[config.mk]
export PLATFORM = sky130hd
export DESIGN_NAME = pfl_framer
export DESIGN_NICKNAME = d
export VERILOG_FILES = /design/src/hdl/pfl_pkg.sv /design/src/hdl/pfl_framer.sv
export VERILOG_INCLUDE_DIRS = /design/src /design/src/hdl
export SDC_FILE = /design/constraint.sdc
export NUM_CORES = 1
export LEC_CHECK = 0
export ABC_AREA = 1
export ABC_CLOCK_PERIOD_IN_PS = 9000
export BUFFER_PORTS_ARGS = -buffer_cell sky130_fd_sc_hd__buf_4
export CELL_PAD_IN_SITES_DETAIL_PLACEMENT = 1
export CELL_PAD_IN_SITES_GLOBAL_PLACEMENT = 2
export CORE_MARGIN = 5
export CORE_UTILIZATION = 34
export DETAILED_ROUTE_END_ITERATION = 12
export GPL_TIMING_DRIVEN = 1
export PLACE_DENSITY_LB_ADDON = 0.25
export SLEW_MARGIN = 30
export SYNTH_ARGS = -nofsm -noshare
export SYNTH_HDL_FRONTEND = slang
export SYNTH_SLANG_ARGS = --single-unit
[constraint.sdc]
create_clock -name clk_sys_i -period 9 [get_ports clk_sys_i]
set_input_delay 0 -clock clk_sys_i [delete_from_list [all_inputs] [get_ports clk_sys_i]]
set_output_delay 0 -clock clk_sys_i [all_outputs]
set_load 0.03 [all_outputs]
[src/hdl/pfl_defines.svh]
// constants of the frame length and timing block
// assumes inclusion by bare name from hdl/ files only
`ifndef PFL_DEFINES_SVH
`define PFL_DEFINES_SVH
`define PFL_CLK_MHZ       100
`define PFL_MAX_LEN       7'h7F
`define PFL_LEN_ACK       7'h05
`define PFL_LEN_RSV_HI    7'h04
`define PFL_LEN_RSV2_LO   7'h06
`define PFL_LEN_RSV2_HI   7'h08
`define PFL_FCS_OCTETS    7'h02
`define PFL_MHR_MIN       7'h03
`define PFL_PRE_OCTETS    3'h4
`define PFL_PRE_VAL       8'h00
`define PFL_SFD_VAL       8'hA7
`define PFL_SHR_US        160
`define PFL_PHR_US        32
`define PFL_HDR_KBPS      250
// cycles per payload octet at each rate: 8 bits * 1000 / kbps * MHz
`define PFL_SHR_CYC       (`PFL_SHR_US * `PFL_CLK_MHZ)
`define PFL_PHR_CYC       (`PFL_PHR_US * `PFL_CLK_MHZ)
`define PFL_OCT_250_CYC   (8000 / 250 * `PFL_CLK_MHZ)
`define PFL_OCT_500_CYC   (8000 / 500 * `PFL_CLK_MHZ)
`define PFL_OCT_1000_CYC  (8000 / 1000 * `PFL_CLK_MHZ)
`define PFL_OCT_2000_CYC  (8000 / 2000 * `PFL_CLK_MHZ)
`define PFL_MAXPSDU_250_US  4064
`define PFL_MAXPSDU_500_US  2032
`define PFL_MAXPSDU_1000_US 1016
`define PFL_MAXPSDU_2000_US 508
`define PFL_LEN_MSK       8'h7F
`define PFL_RES_BIT       7
`endif

[src/hdl/pfl_pkg.sv]
// types of the frame length and timing block
// assumes pfl_defines.svh compiled alongside
`default_nettype none
package pfl_pkg;
  typedef enum logic [1:0] {
    PFL_RATE_250  = 2'h0,
    PFL_RATE_500  = 2'h1,
    PFL_RATE_1000 = 2'h2,
    PFL_RATE_2000 = 2'h3
  } pfl_rate_t;
  typedef enum logic [1:0] {
    PFL_CLS_RSV  = 2'h0,
    PFL_CLS_ACK  = 2'h1,
    PFL_CLS_MPDU = 2'h2
  } pfl_cls_t;
endpackage
`default_nettype wire

[src/hdl/pfl_framer.sv]
// frame length handling, header generation and air timing of the framer
// assumes octet streams synchronous to clk_sys_i, one octet per valid cycle
`default_nettype none
`include "pfl_defines.svh"
// Summary of operation
// - payload length stays within 0 to 127 octets in both directions.
// - payload length comes from the PHY header length field.
// - last two payload octets are the check sequence, the rest MAC data.
// - received frames of length zero are dropped, never reported to host.
// - length 0-4 reserved, 5 ack, 6-8 reserved, 9 and up general frame.
// - sync and PHY headers take 160 us and 32 us at 250 kb/s.
// - maximum payload air time 4.064, 2.032, 1.016, 0.508 ms by rate.
// - MAC header is control field, sequence number, then optional addressing.
// - addressing 0 to 20 octets, security header 0/5/6/10/14 octets.
// - low seven header bits are length, top bit passed through untouched.
// - transmit sends four zero preamble octets then delimiter 0xA7.
module pfl_framer (
  // clock and reset
  input  wire logic             clk_sys_i,
  input  wire logic             rst_i,
  // configuration
  input  wire logic [1:0]       rate_i,
  // transmit: header octet from host, preamble and delimiter out
  input  wire logic             tx_start_i,
  input  wire logic [7:0]       tx_phr_i,
  output logic                  tx_valid_o,
  output logic [7:0]            tx_data_o,
  output logic                  tx_busy_o,
  output logic [23:0]           tx_air_cyc_o,
  // receive: octets from demodulator after delimiter
  input  wire logic             rx_valid_i,
  input  wire logic [7:0]       rx_data_i,
  input  wire logic             rx_sof_i,
  output logic                  rx_valid_o,
  output logic [7:0]            rx_data_o,
  output logic                  rx_fcs_o,
  output logic                  rx_start_o,
  output logic                  rx_end_o,
  output logic [1:0]            rx_cls_o,
  output logic                  rx_res_bit_o
);
  // ----------------------------------------
  // helpers
  // ----------------------------------------
  function automatic logic [1:0] cls_of(input logic [6:0] len);
    if (len == `PFL_LEN_ACK) begin
      cls_of = pfl_pkg::PFL_CLS_ACK;
    end else if (len <= `PFL_LEN_RSV_HI
                 || (len >= `PFL_LEN_RSV2_LO && len <= `PFL_LEN_RSV2_HI)) begin
      cls_of = pfl_pkg::PFL_CLS_RSV;
    end else begin
      cls_of = pfl_pkg::PFL_CLS_MPDU;
    end
  endfunction

  function automatic logic [23:0] oct_cyc(input logic [1:0] r);
    case (r)
      pfl_pkg::PFL_RATE_250:  oct_cyc = 24'(`PFL_OCT_250_CYC);
      pfl_pkg::PFL_RATE_500:  oct_cyc = 24'(`PFL_OCT_500_CYC);
      pfl_pkg::PFL_RATE_1000: oct_cyc = 24'(`PFL_OCT_1000_CYC);
      default:                oct_cyc = 24'(`PFL_OCT_2000_CYC);
    endcase
  endfunction

  // ----------------------------------------
  // transmit sequencer
  // ----------------------------------------
  typedef enum logic [2:0] {
    PFL_TX_IDLE = 3'h1,
    PFL_TX_PRE  = 3'h2,
    PFL_TX_SFD  = 3'h4
  } pfl_tx_st_t;
  pfl_tx_st_t tx_st_q;
  logic [2:0] pre_cnt_q;

  // header octets only; the payload follows from the host stream downstream
  always_ff @(posedge clk_sys_i) begin
    if (rst_i) begin
      tx_st_q    <= PFL_TX_IDLE;
      pre_cnt_q  <= 3'h0;
      tx_valid_o <= 1'b0;
      tx_data_o  <= 8'h00;
      tx_busy_o  <= 1'b0;
    end else begin
      tx_valid_o <= 1'b0;
      case (tx_st_q)
        PFL_TX_IDLE: begin
          tx_busy_o <= 1'b0;
          if (tx_start_i) begin
            pre_cnt_q <= 3'h0;
            tx_busy_o <= 1'b1;
            tx_st_q   <= PFL_TX_PRE;
          end
        end
        PFL_TX_PRE: begin
          tx_valid_o <= 1'b1;
          tx_data_o  <= `PFL_PRE_VAL;
          pre_cnt_q  <= pre_cnt_q + 3'h1;
          if (pre_cnt_q == `PFL_PRE_OCTETS - 3'h1) begin
            tx_st_q <= PFL_TX_SFD;
          end
        end
        PFL_TX_SFD: begin
          tx_valid_o <= 1'b1;
          tx_data_o  <= `PFL_SFD_VAL;
          tx_st_q    <= PFL_TX_IDLE;
        end
        default: tx_st_q <= PFL_TX_IDLE;
      endcase
    end
  end

  // header time plus octet time at rate; top header bit excluded
  always_ff @(posedge clk_sys_i) begin
    if (rst_i) begin
      tx_air_cyc_o <= 24'h000000;
    end else if (tx_start_i && tx_st_q == PFL_TX_IDLE) begin
      tx_air_cyc_o <= 24'(`PFL_SHR_CYC) + 24'(`PFL_PHR_CYC)
                    + 24'(tx_phr_i[6:0]) * oct_cyc(rate_i);
    end
  end

  // ----------------------------------------
  // receive length tracking
  // ----------------------------------------
  logic       rx_act_q;
  logic [6:0] rx_left_q;

  always_ff @(posedge clk_sys_i) begin
    if (rst_i) begin
      rx_act_q     <= 1'b0;
      rx_left_q    <= 7'h00;
      rx_valid_o   <= 1'b0;
      rx_data_o    <= 8'h00;
      rx_fcs_o     <= 1'b0;
      rx_start_o   <= 1'b0;
      rx_end_o     <= 1'b0;
      rx_cls_o     <= 2'h0;
      rx_res_bit_o <= 1'b0;
    end else begin
      rx_valid_o <= 1'b0;
      rx_start_o <= 1'b0;
      rx_end_o   <= 1'b0;
      rx_fcs_o   <= 1'b0;
      if (rx_sof_i && rx_valid_i) begin
        // zero length: header invalid, nothing reaches the host
        if ((rx_data_i & `PFL_LEN_MSK) != 8'h00) begin
          rx_act_q     <= 1'b1;
          rx_left_q    <= rx_data_i[6:0];
          rx_valid_o   <= 1'b1;
          rx_data_o    <= rx_data_i;
          rx_start_o   <= 1'b1;
          rx_cls_o     <= cls_of(rx_data_i[6:0]);
          rx_res_bit_o <= rx_data_i[`PFL_RES_BIT];
        end else begin
          rx_act_q <= 1'b0;
        end
      end else if (rx_act_q && rx_valid_i) begin
        rx_valid_o <= 1'b1;
        rx_data_o  <= rx_data_i;
        rx_fcs_o   <= (rx_left_q <= `PFL_FCS_OCTETS);
        rx_left_q  <= rx_left_q - 7'h01;
        if (rx_left_q == 7'h01) begin
          rx_act_q <= 1'b0;
          rx_end_o <= 1'b1;
        end
      end
    end
  end

  // ----------------------------------------
  // checks
  // ----------------------------------------
  a_zero_len_drop: assert property (@(posedge clk_sys_i) disable iff (rst_i)
    (rx_sof_i && rx_valid_i && rx_data_i[6:0] == 7'h00) |=> !rx_start_o && !rx_valid_o)
    else $error("zero length frame reported");
  a_ack_class: assert property (@(posedge clk_sys_i) disable iff (rst_i)
    (rx_sof_i && rx_valid_i && rx_data_i[6:0] == 7'h05) |=> rx_cls_o == 2'h1)
    else $error("length five not classed ack");
  a_rsv_class: assert property (@(posedge clk_sys_i) disable iff (rst_i)
    (rx_sof_i && rx_valid_i && rx_data_i[6:0] inside {[7'h01:7'h04], [7'h06:7'h08]})
    |=> rx_cls_o == 2'h0)
    else $error("reserved length misclassed");
  a_phr_pass: assert property (@(posedge clk_sys_i) disable iff (rst_i)
    rx_start_o |-> rx_data_o == $past(rx_data_i) && rx_res_bit_o == rx_data_o[7])
    else $error("header octet altered");
  a_pre_seq: assert property (@(posedge clk_sys_i) disable iff (rst_i)
    (tx_start_i && tx_st_q == PFL_TX_IDLE) |=> ##1 (tx_valid_o && tx_data_o == 8'h00) [*4]
    ##1 (tx_valid_o && tx_data_o == 8'hA7))
    else $error("sync header sequence wrong");
  a_air_time: assert property (@(posedge clk_sys_i) disable iff (rst_i)
    (tx_start_i && tx_st_q == PFL_TX_IDLE && tx_phr_i[6:0] == 7'h7F && rate_i == 2'h0)
    |=> tx_air_cyc_o == 24'h067E80)
    else $error("air time at 250 wrong");
  a_hdr_time: assert property (@(posedge clk_sys_i) disable iff (rst_i)
    (tx_start_i && tx_st_q == PFL_TX_IDLE && tx_phr_i[6:0] == 7'h00)
    |=> tx_air_cyc_o == 24'h004B00)
    else $error("header time wrong");
  a_fcs_mark: assert property (@(posedge clk_sys_i) disable iff (rst_i)
    rx_end_o |-> rx_fcs_o && $past(rx_fcs_o)
      || $past(rx_start_o) && $past(rx_data_o[6:0]) == 7'h01)
    else $error("check sequence not marked");
  // an open frame always has octets left, so nothing past the length is forwarded
  a_len_bound: assert property (@(posedge clk_sys_i) disable iff (rst_i)
    rx_act_q |-> rx_left_q != 7'h00)
    else $error("frame open with no octets left");
  a_rx_follow: assert property (@(posedge clk_sys_i) disable iff (rst_i)
    (rx_act_q && rx_valid_i && !rx_sof_i) |=> rx_valid_o && rx_data_o == $past(rx_data_i))
    else $error("payload octet not forwarded");
  a_mpdu_class: assert property (@(posedge clk_sys_i) disable iff (rst_i)
    (rx_sof_i && rx_valid_i && rx_data_i[6:0] >= 7'h09) |=> rx_cls_o == 2'h2)
    else $error("general frame misclassed");
  a_busy_span: assert property (@(posedge clk_sys_i) disable iff (rst_i)
    (tx_start_i && tx_st_q == PFL_TX_IDLE) |=> tx_busy_o [*6] ##1 !tx_busy_o)
    else $error("busy span wrong");
  c_tx_frame: cover property (@(posedge clk_sys_i) disable iff (rst_i)
    tx_valid_o && tx_data_o == 8'hA7);
  c_rx_ack: cover property (@(posedge clk_sys_i) disable iff (rst_i)
    rx_start_o && rx_cls_o == 2'h1);
  c_rx_end: cover property (@(posedge clk_sys_i) disable iff (rst_i) rx_end_o);
  c_tx_refused: cover property (@(posedge clk_sys_i) disable iff (rst_i)
    tx_start_i && tx_st_q != PFL_TX_IDLE);
  c_rx_drop: cover property (@(posedge clk_sys_i) disable iff (rst_i)
    rx_sof_i && rx_valid_i && rx_data_i[6:0] == 7'h00);
endmodule
`default_nettype wire

# Word level (Yosys, flattened, before mapping)
# Index checks and enable logic that the tools add are counted.
# totals
ff_bits	63
input_bits	23
output_inout_bits	49
elab_cells	81
# classes
addsub	3
n_mul	1
magnitude_cmp	4
n_eq_ne	11
muxes	26
bitwise_logic	2
reduce_logical	19
# op_table
op	count
24-bit 2-to-1 mux	2
12-bit one-hot mux with 3 select lines	1
15-bit by 24-bit adder with 24-bit output, first input constant	1
7-bit by 24-bit multiplier with 24-bit output	1
8-bit 2-to-1 mux	3
7-bit 2-to-1 mux	3
8-bit one-hot mux with 2 select lines	1
3-bit one-hot mux with 2 select lines	2
2-bit AND reduction	5
1-bit 2-to-1 mux	9
3-bit 2-to-1 mux	3
2-bit nonzero test	4
8-bit nonzero test	1
7-bit by 1-bit == test with 1-bit output, second input constant	1
7-bit by 3-bit == test with 1-bit output, second input constant	1
7-bit by 3-bit greater-or-equal comparator with 1-bit output, second input constant	1
7-bit by 2-bit <= comparator with 1-bit output, second input constant	1
7-bit by 3-bit <= comparator with 1-bit output, second input constant	1
7-bit by 4-bit <= comparator with 1-bit output, second input constant	1
7-bit by 1-bit subtractor with 7-bit output, second input constant	1
3-bit by 2-bit == test with 1-bit output, second input constant	2
1-bit logical AND	4
2-bit 2-to-1 mux	2
2-bit inequality test, second input constant	2
11 further kinds	13

# Logic depth before layout (Yosys ltp)
# logic_depth
ltp_word	6
depth_mapped	24
ltp_nobuf	23

# Least setup slack after synthesis
# No wires, ideal clock.
# synth_path
kind	input -> register
from	input port rate_i[0]
to	register tx_air_cyc_o[19]
setup_time_ns	0.109
arrival_ns	3.800
path_slack_ns	5.091
path_stages	20
n_path_buf	1
path_cell_list	inv_1 -> ha_1 -> clkbuf_1 -> nor2_1 -> fa_1 -> fa_1 -> fa_1 -> inv_1 -> fa_1 -> inv_1 -> ha_1 -> nand2_1 -> nor2_1 -> and2_1 -> nand2_1 -> nand3_1 -> nand2_1 -> nand3_1 -> nand2_1 -> inv_1
# synth_via
elab_chain_len	6
word_cells_on_any_way	8
# synth_lines
element	line_no	text
start: declaration	pfl_framer.sv:22	input wire logic [1:0] rate_i,
2-bit == test (tied with other cells)	pfl_framer.sv:57	case (r)
12-bit one-hot mux with 3 select lines *	pfl_framer.sv:57	
24-bit 2-to-1 mux *	pfl_framer.sv:117	end else if (tx_start_i && tx_st_q == PFL_TX_IDLE) begin
24-bit 2-to-1 mux *	pfl_framer.sv:115	if (rst_i) begin
7-bit by 24-bit multiplier with 24-bit output *	pfl_framer.sv:119	+ 24'(tx_phr_i[6:0]) * oct_cyc(rate_i);
15-bit by 24-bit adder with 24-bit output *	pfl_framer.sv:118	tx_air_cyc_o <= 24'(`PFL_SHR_CYC) + 24'(`PFL_PHR_CYC)
end signal: assignment	pfl_framer.sv:118	
end: declaration	pfl_framer.sv:29	output logic [23:0] tx_air_cyc_o,
# Mark *: on every way between the ends. The rest lies on a longest branch, timed or not. The select of a mux whose other input is x is not followed.
# A chain may end at the register's enable or synchronous reset.

# Final worst setup path
# layout_path
from	input port rate_i[1]
to	register tx_air_cyc_o[16]
# The elaborated chain is that of the path after synthesis.

==> impl_metrics.py <==
metrics = {
    "placement": {
        "gp_congestion": 0.766,
        "io_buffers": 60,
        "dp_hpwl_mm": 9.33,
    },
    "layout": {
        "register_area_sq_um": 981,
        "fill_cells": 1658,
        "antenna_cells": 0,
        "drive_above_1_share_pct": 11.1,
        "num-nets-final": 786,
        "multi_input_area_sq_mm": 0.00276,
        "areaGrowthSynthToFinish_pct": 16.8,
    },
    "global_routing": {
        "grt_pass1_vias": 4162,
        "track_usage_pct": 15.8,
        "grt_max_degree": 32,
        "grt_overflow": 0,
        "antenna_found_initial": 0,
        "grt_pass1_wl_mm": 19.5,
    },
    "pwr": {
        "ir_drop_v": 0.0000720,
        "total_power_mw": 0.963,
        "powerDensity_mw_per_mm2": 188,
        "p_leak_nw": 2.91,
    },
    "critical_path": {
        "required_ns": 9.23,
        "critPathSlowestCell": "fa_1",
        "worstSetupEndpointType": "flip-flop",
        "arrival_ns": 4.34,
        "cpPeakStageDelay_ns": 0.56,
        "crit_type": "in2reg",
        "path_max_fanout": 8,
        "path_delay_family": "adder cells",
        "cpMostUsedCell": "fa_1",
        "start_kind": "input pin",
        "cp_num_buf_inv": 3,
        "crit_chain": "buf_4 > inv_1 > ha_1 > nor2_1 > nor2_1 > fa_1 > fa_1 > fa_1 > fa_1 > ha_1 > nand2_1 > nor2_1 > nand3_1 > nand3_1 > nand2_1 > nand3_1 > nand2_1 > inv_1",
    },
    "floorplanning": {
        "row_count": 41,
        "die_h_um": 123,
        "num_io_pins": 72,
        "fp.dieW_um": 123,
        "coreArea_sq_mm": 0.0126,
        "die-area_sq_mm": 0.0152,
        "start_util_pct": 34.7,
    },
    "clock_network": {
        "path_clk_slew_ns": 0.07,
        "cts.sinks": 49,
        "clockRootBuffer": "clkbuf_16",
        "cts_setup_buffers": 0,
        "htree_levels": 2,
        "clock_latency_ns": 0.29,
        "cts_buffers": 5,
        "cts_tree": "built",
        "cts_buffer_depth": 2,
    },
    "drt": {
        "wl_per_cell_um": 13.4,
        "vias": 3944,
        "postRouteAntennaNets": 0,
        "drc_errors": 0,
        "dr.first_iter.drc_count": 103,
        "wl_mm": 11.4,
        "vias_per_cell": 4.61,
        "drt_pass1_iterations": 4,
    },
    "sta": {
        "final_max_slew_viol_count": 0,
        "post-route-period-util_pct": 45.7,
        "finClkSkew_ns": 0.00841,
        "hold_viol": 0,
        "period_minus_slack_ns": 4.11,
        "tightest_slew_ns": 0.935,
        "fin_tns_setup_ns": 0,
        "slew-limit-headroom_pct": 37.7,
        "finalSetupViolCount": 0,
        "fmaxAchievable_ghz": 0.243,
        "rsz0062_at_grt": "false",
        "hold-worst-slack_ns": 0.0132,
    },
    "synth": {
        "synth_cells": 629,
        "yosysSeqAreaShare_pct": 22.4,
        "synthDistinctLibCells": 28,
        "yosys_warnings": 0,
        "avgSynthCellArea_sq_um": 6.96,
        "synth.ff_latch_count": 49,
        "syn_area_sq_mm": 0.00438,
    },
    "run_status": {
        "status": "completed",
    },
    "job": {
        "maxCapViolCount": 0,
    },
    "worst_hold_path": {
        "hold_class": "in2reg",
    },
}
-- power by group --
part,leakage (nW),switching (mW),internal [mW]
clock network,0.0696,0.0808,0.102
logic,2.44,0.335,0.193
registers,0.403,0.0131,0.238
total,2.91,0.429,0.534
-- synthesized netlist by cell type --
cell type / instances / area [sq um]
and2_1: 1 / 6.26
a21o_1: 1 / 7.51
conb_1: 1 / 3.75
nand2_1: 145 / 544
nor3_1: 5 / 25.0
nand2_2: 2 / 12.5
o32ai_1: 1 / 8.76
o21ai_2: 1 / 8.76
a31oi_1: 1 / 6.26
o21ai_0: 12 / 60.1
nor4_1: 2 / 12.5
clkbuf_1: 9 / 33.8
o21ai_1: 12 / 60.1
xnor2_1: 2 / 17.5
or2_0: 2 / 12.5
buf_2: 3 / 15.0
o21a_1: 1 / 7.51
a21oi_1: 34 / 170
xor2_1: 3 / 26.3
nand3_1: 42 / 210
nor2_1: 65 / 244
nand4_1: 7 / 43.8
buf_4: 17 / 128
fa_1: 32 / 641
ha_1: 48 / 601
dfxtp_1: 49 / 981
inv_2: 5 / 18.8
inv_1: 126 / 473
-- routing by layer --
layer	up-vias	GRT usage [%]	part of all wire (%)
met2	50	27.3	47
li1	2010	-	-
met1	1876	21.3	48
met4	0	2.42	0.87
met3	8	2.52	3.2
met5	-	0	0
-- final cells by class --
type                            instances  share of cell area [%]
Multi-Input combinational cell        429                    54.0
Sequential cell                        49                    19.2
Timing Repair Buffer                   67                    10.2
Inverter                              131                    9.62
Tap cell                              172                    4.21
Clock buffer                            5                    2.45
Clock inverter                          3                   0.343
-- cells by family after synthesis --
group / Yosys count / synth area share (%)
and+or+nand+nor: 271 / 25.4
buffers and inverters: 160 / 15.3
adders and majority gates: 80 / 28.4
AOI/OAI and AO/OA: 63 / 7.52
DFF: 49 / 22.4
xor gates and xnor gates: 5 / 1.00
other: 1 / 0.0857
-- worst paths after layout --
path	startpoint	to	slack, ns	cells past startpoint
worst max register to register	tx_st_q[2]$_SDFFE_PP0P_	tx_air_cyc_o[16]$_SDFFE_PP0P_	7.15	6
worst min-delay path	rx_valid_i	rx_act_q$_SDFFE_PP0P_	0.01	4
worst max-delay path	rate_i[1]	tx_air_cyc_o[16]$_SDFFE_PP0P_	4.89	18
worst min register to register	rx_cls_o[0]$_SDFFE_PP0P_	rx_cls_o[0]$_SDFFE_PP0P_	0.46	2
-- cells in the final DEF, fill, tap and decap left out, drive strengths merged --
cell type	netlist	final
nand2	147	147
inv	131	131
nor2	65	65
buf	20	60
dfxtp	49	49
ha	48	48
nand3	42	42
a21oi	34	34
fa	32	32
o21ai	25	25
conb	1	10
nand4	7	7
dlygate4sd3	0	7
nor3	5	5
clkbuf	9	5
xor2	3	3
nor4	2	2
xnor2	2	2
or2	2	2
clkinv	0	2
a31oi	1	1
and2	1	1
a21o	1	1
o32ai	1	1
o21a	1	1
clkinvlp	0	1
-- worst reg2reg max path, stage by stage (launching register included) --
cell,delay [ns]
dfxtp_1,0.31
inv_1,0.11
nand4_1,0.43
inv_2,0.57
nand3_1,0.19
nand2_1,0.09
inv_1,0.04
-- stage by stage --
stage               cell area, sq um  instances  utilization [%]  worst slack, ns
floorplan                       4410        638                -             5.09
global placement                4900        841             38.8             4.66
detailed placement              4900        841             38.8             4.56
CTS                             5110        856             40.5             4.87
global route                    5110        856             40.5             4.55
finish                          5110        856             40.5             4.89
-- sequential cells by signal, indices dropped and copies added (netlist names), 2 cells and up --
register      flops
tx_air_cyc_o     17
rx_cls_o          2
rx_data_o         8
tx_st_q           3
pre_cnt_q         3
rx_left_q         7
-- what timing repair did --
item | in CTS | in global routing
resized for setup | 0 | 0
hold endpoints to repair | 7 | 0
hold buffers | 7 | 0
No activity file was read; power rests on OpenSTA's default activity.
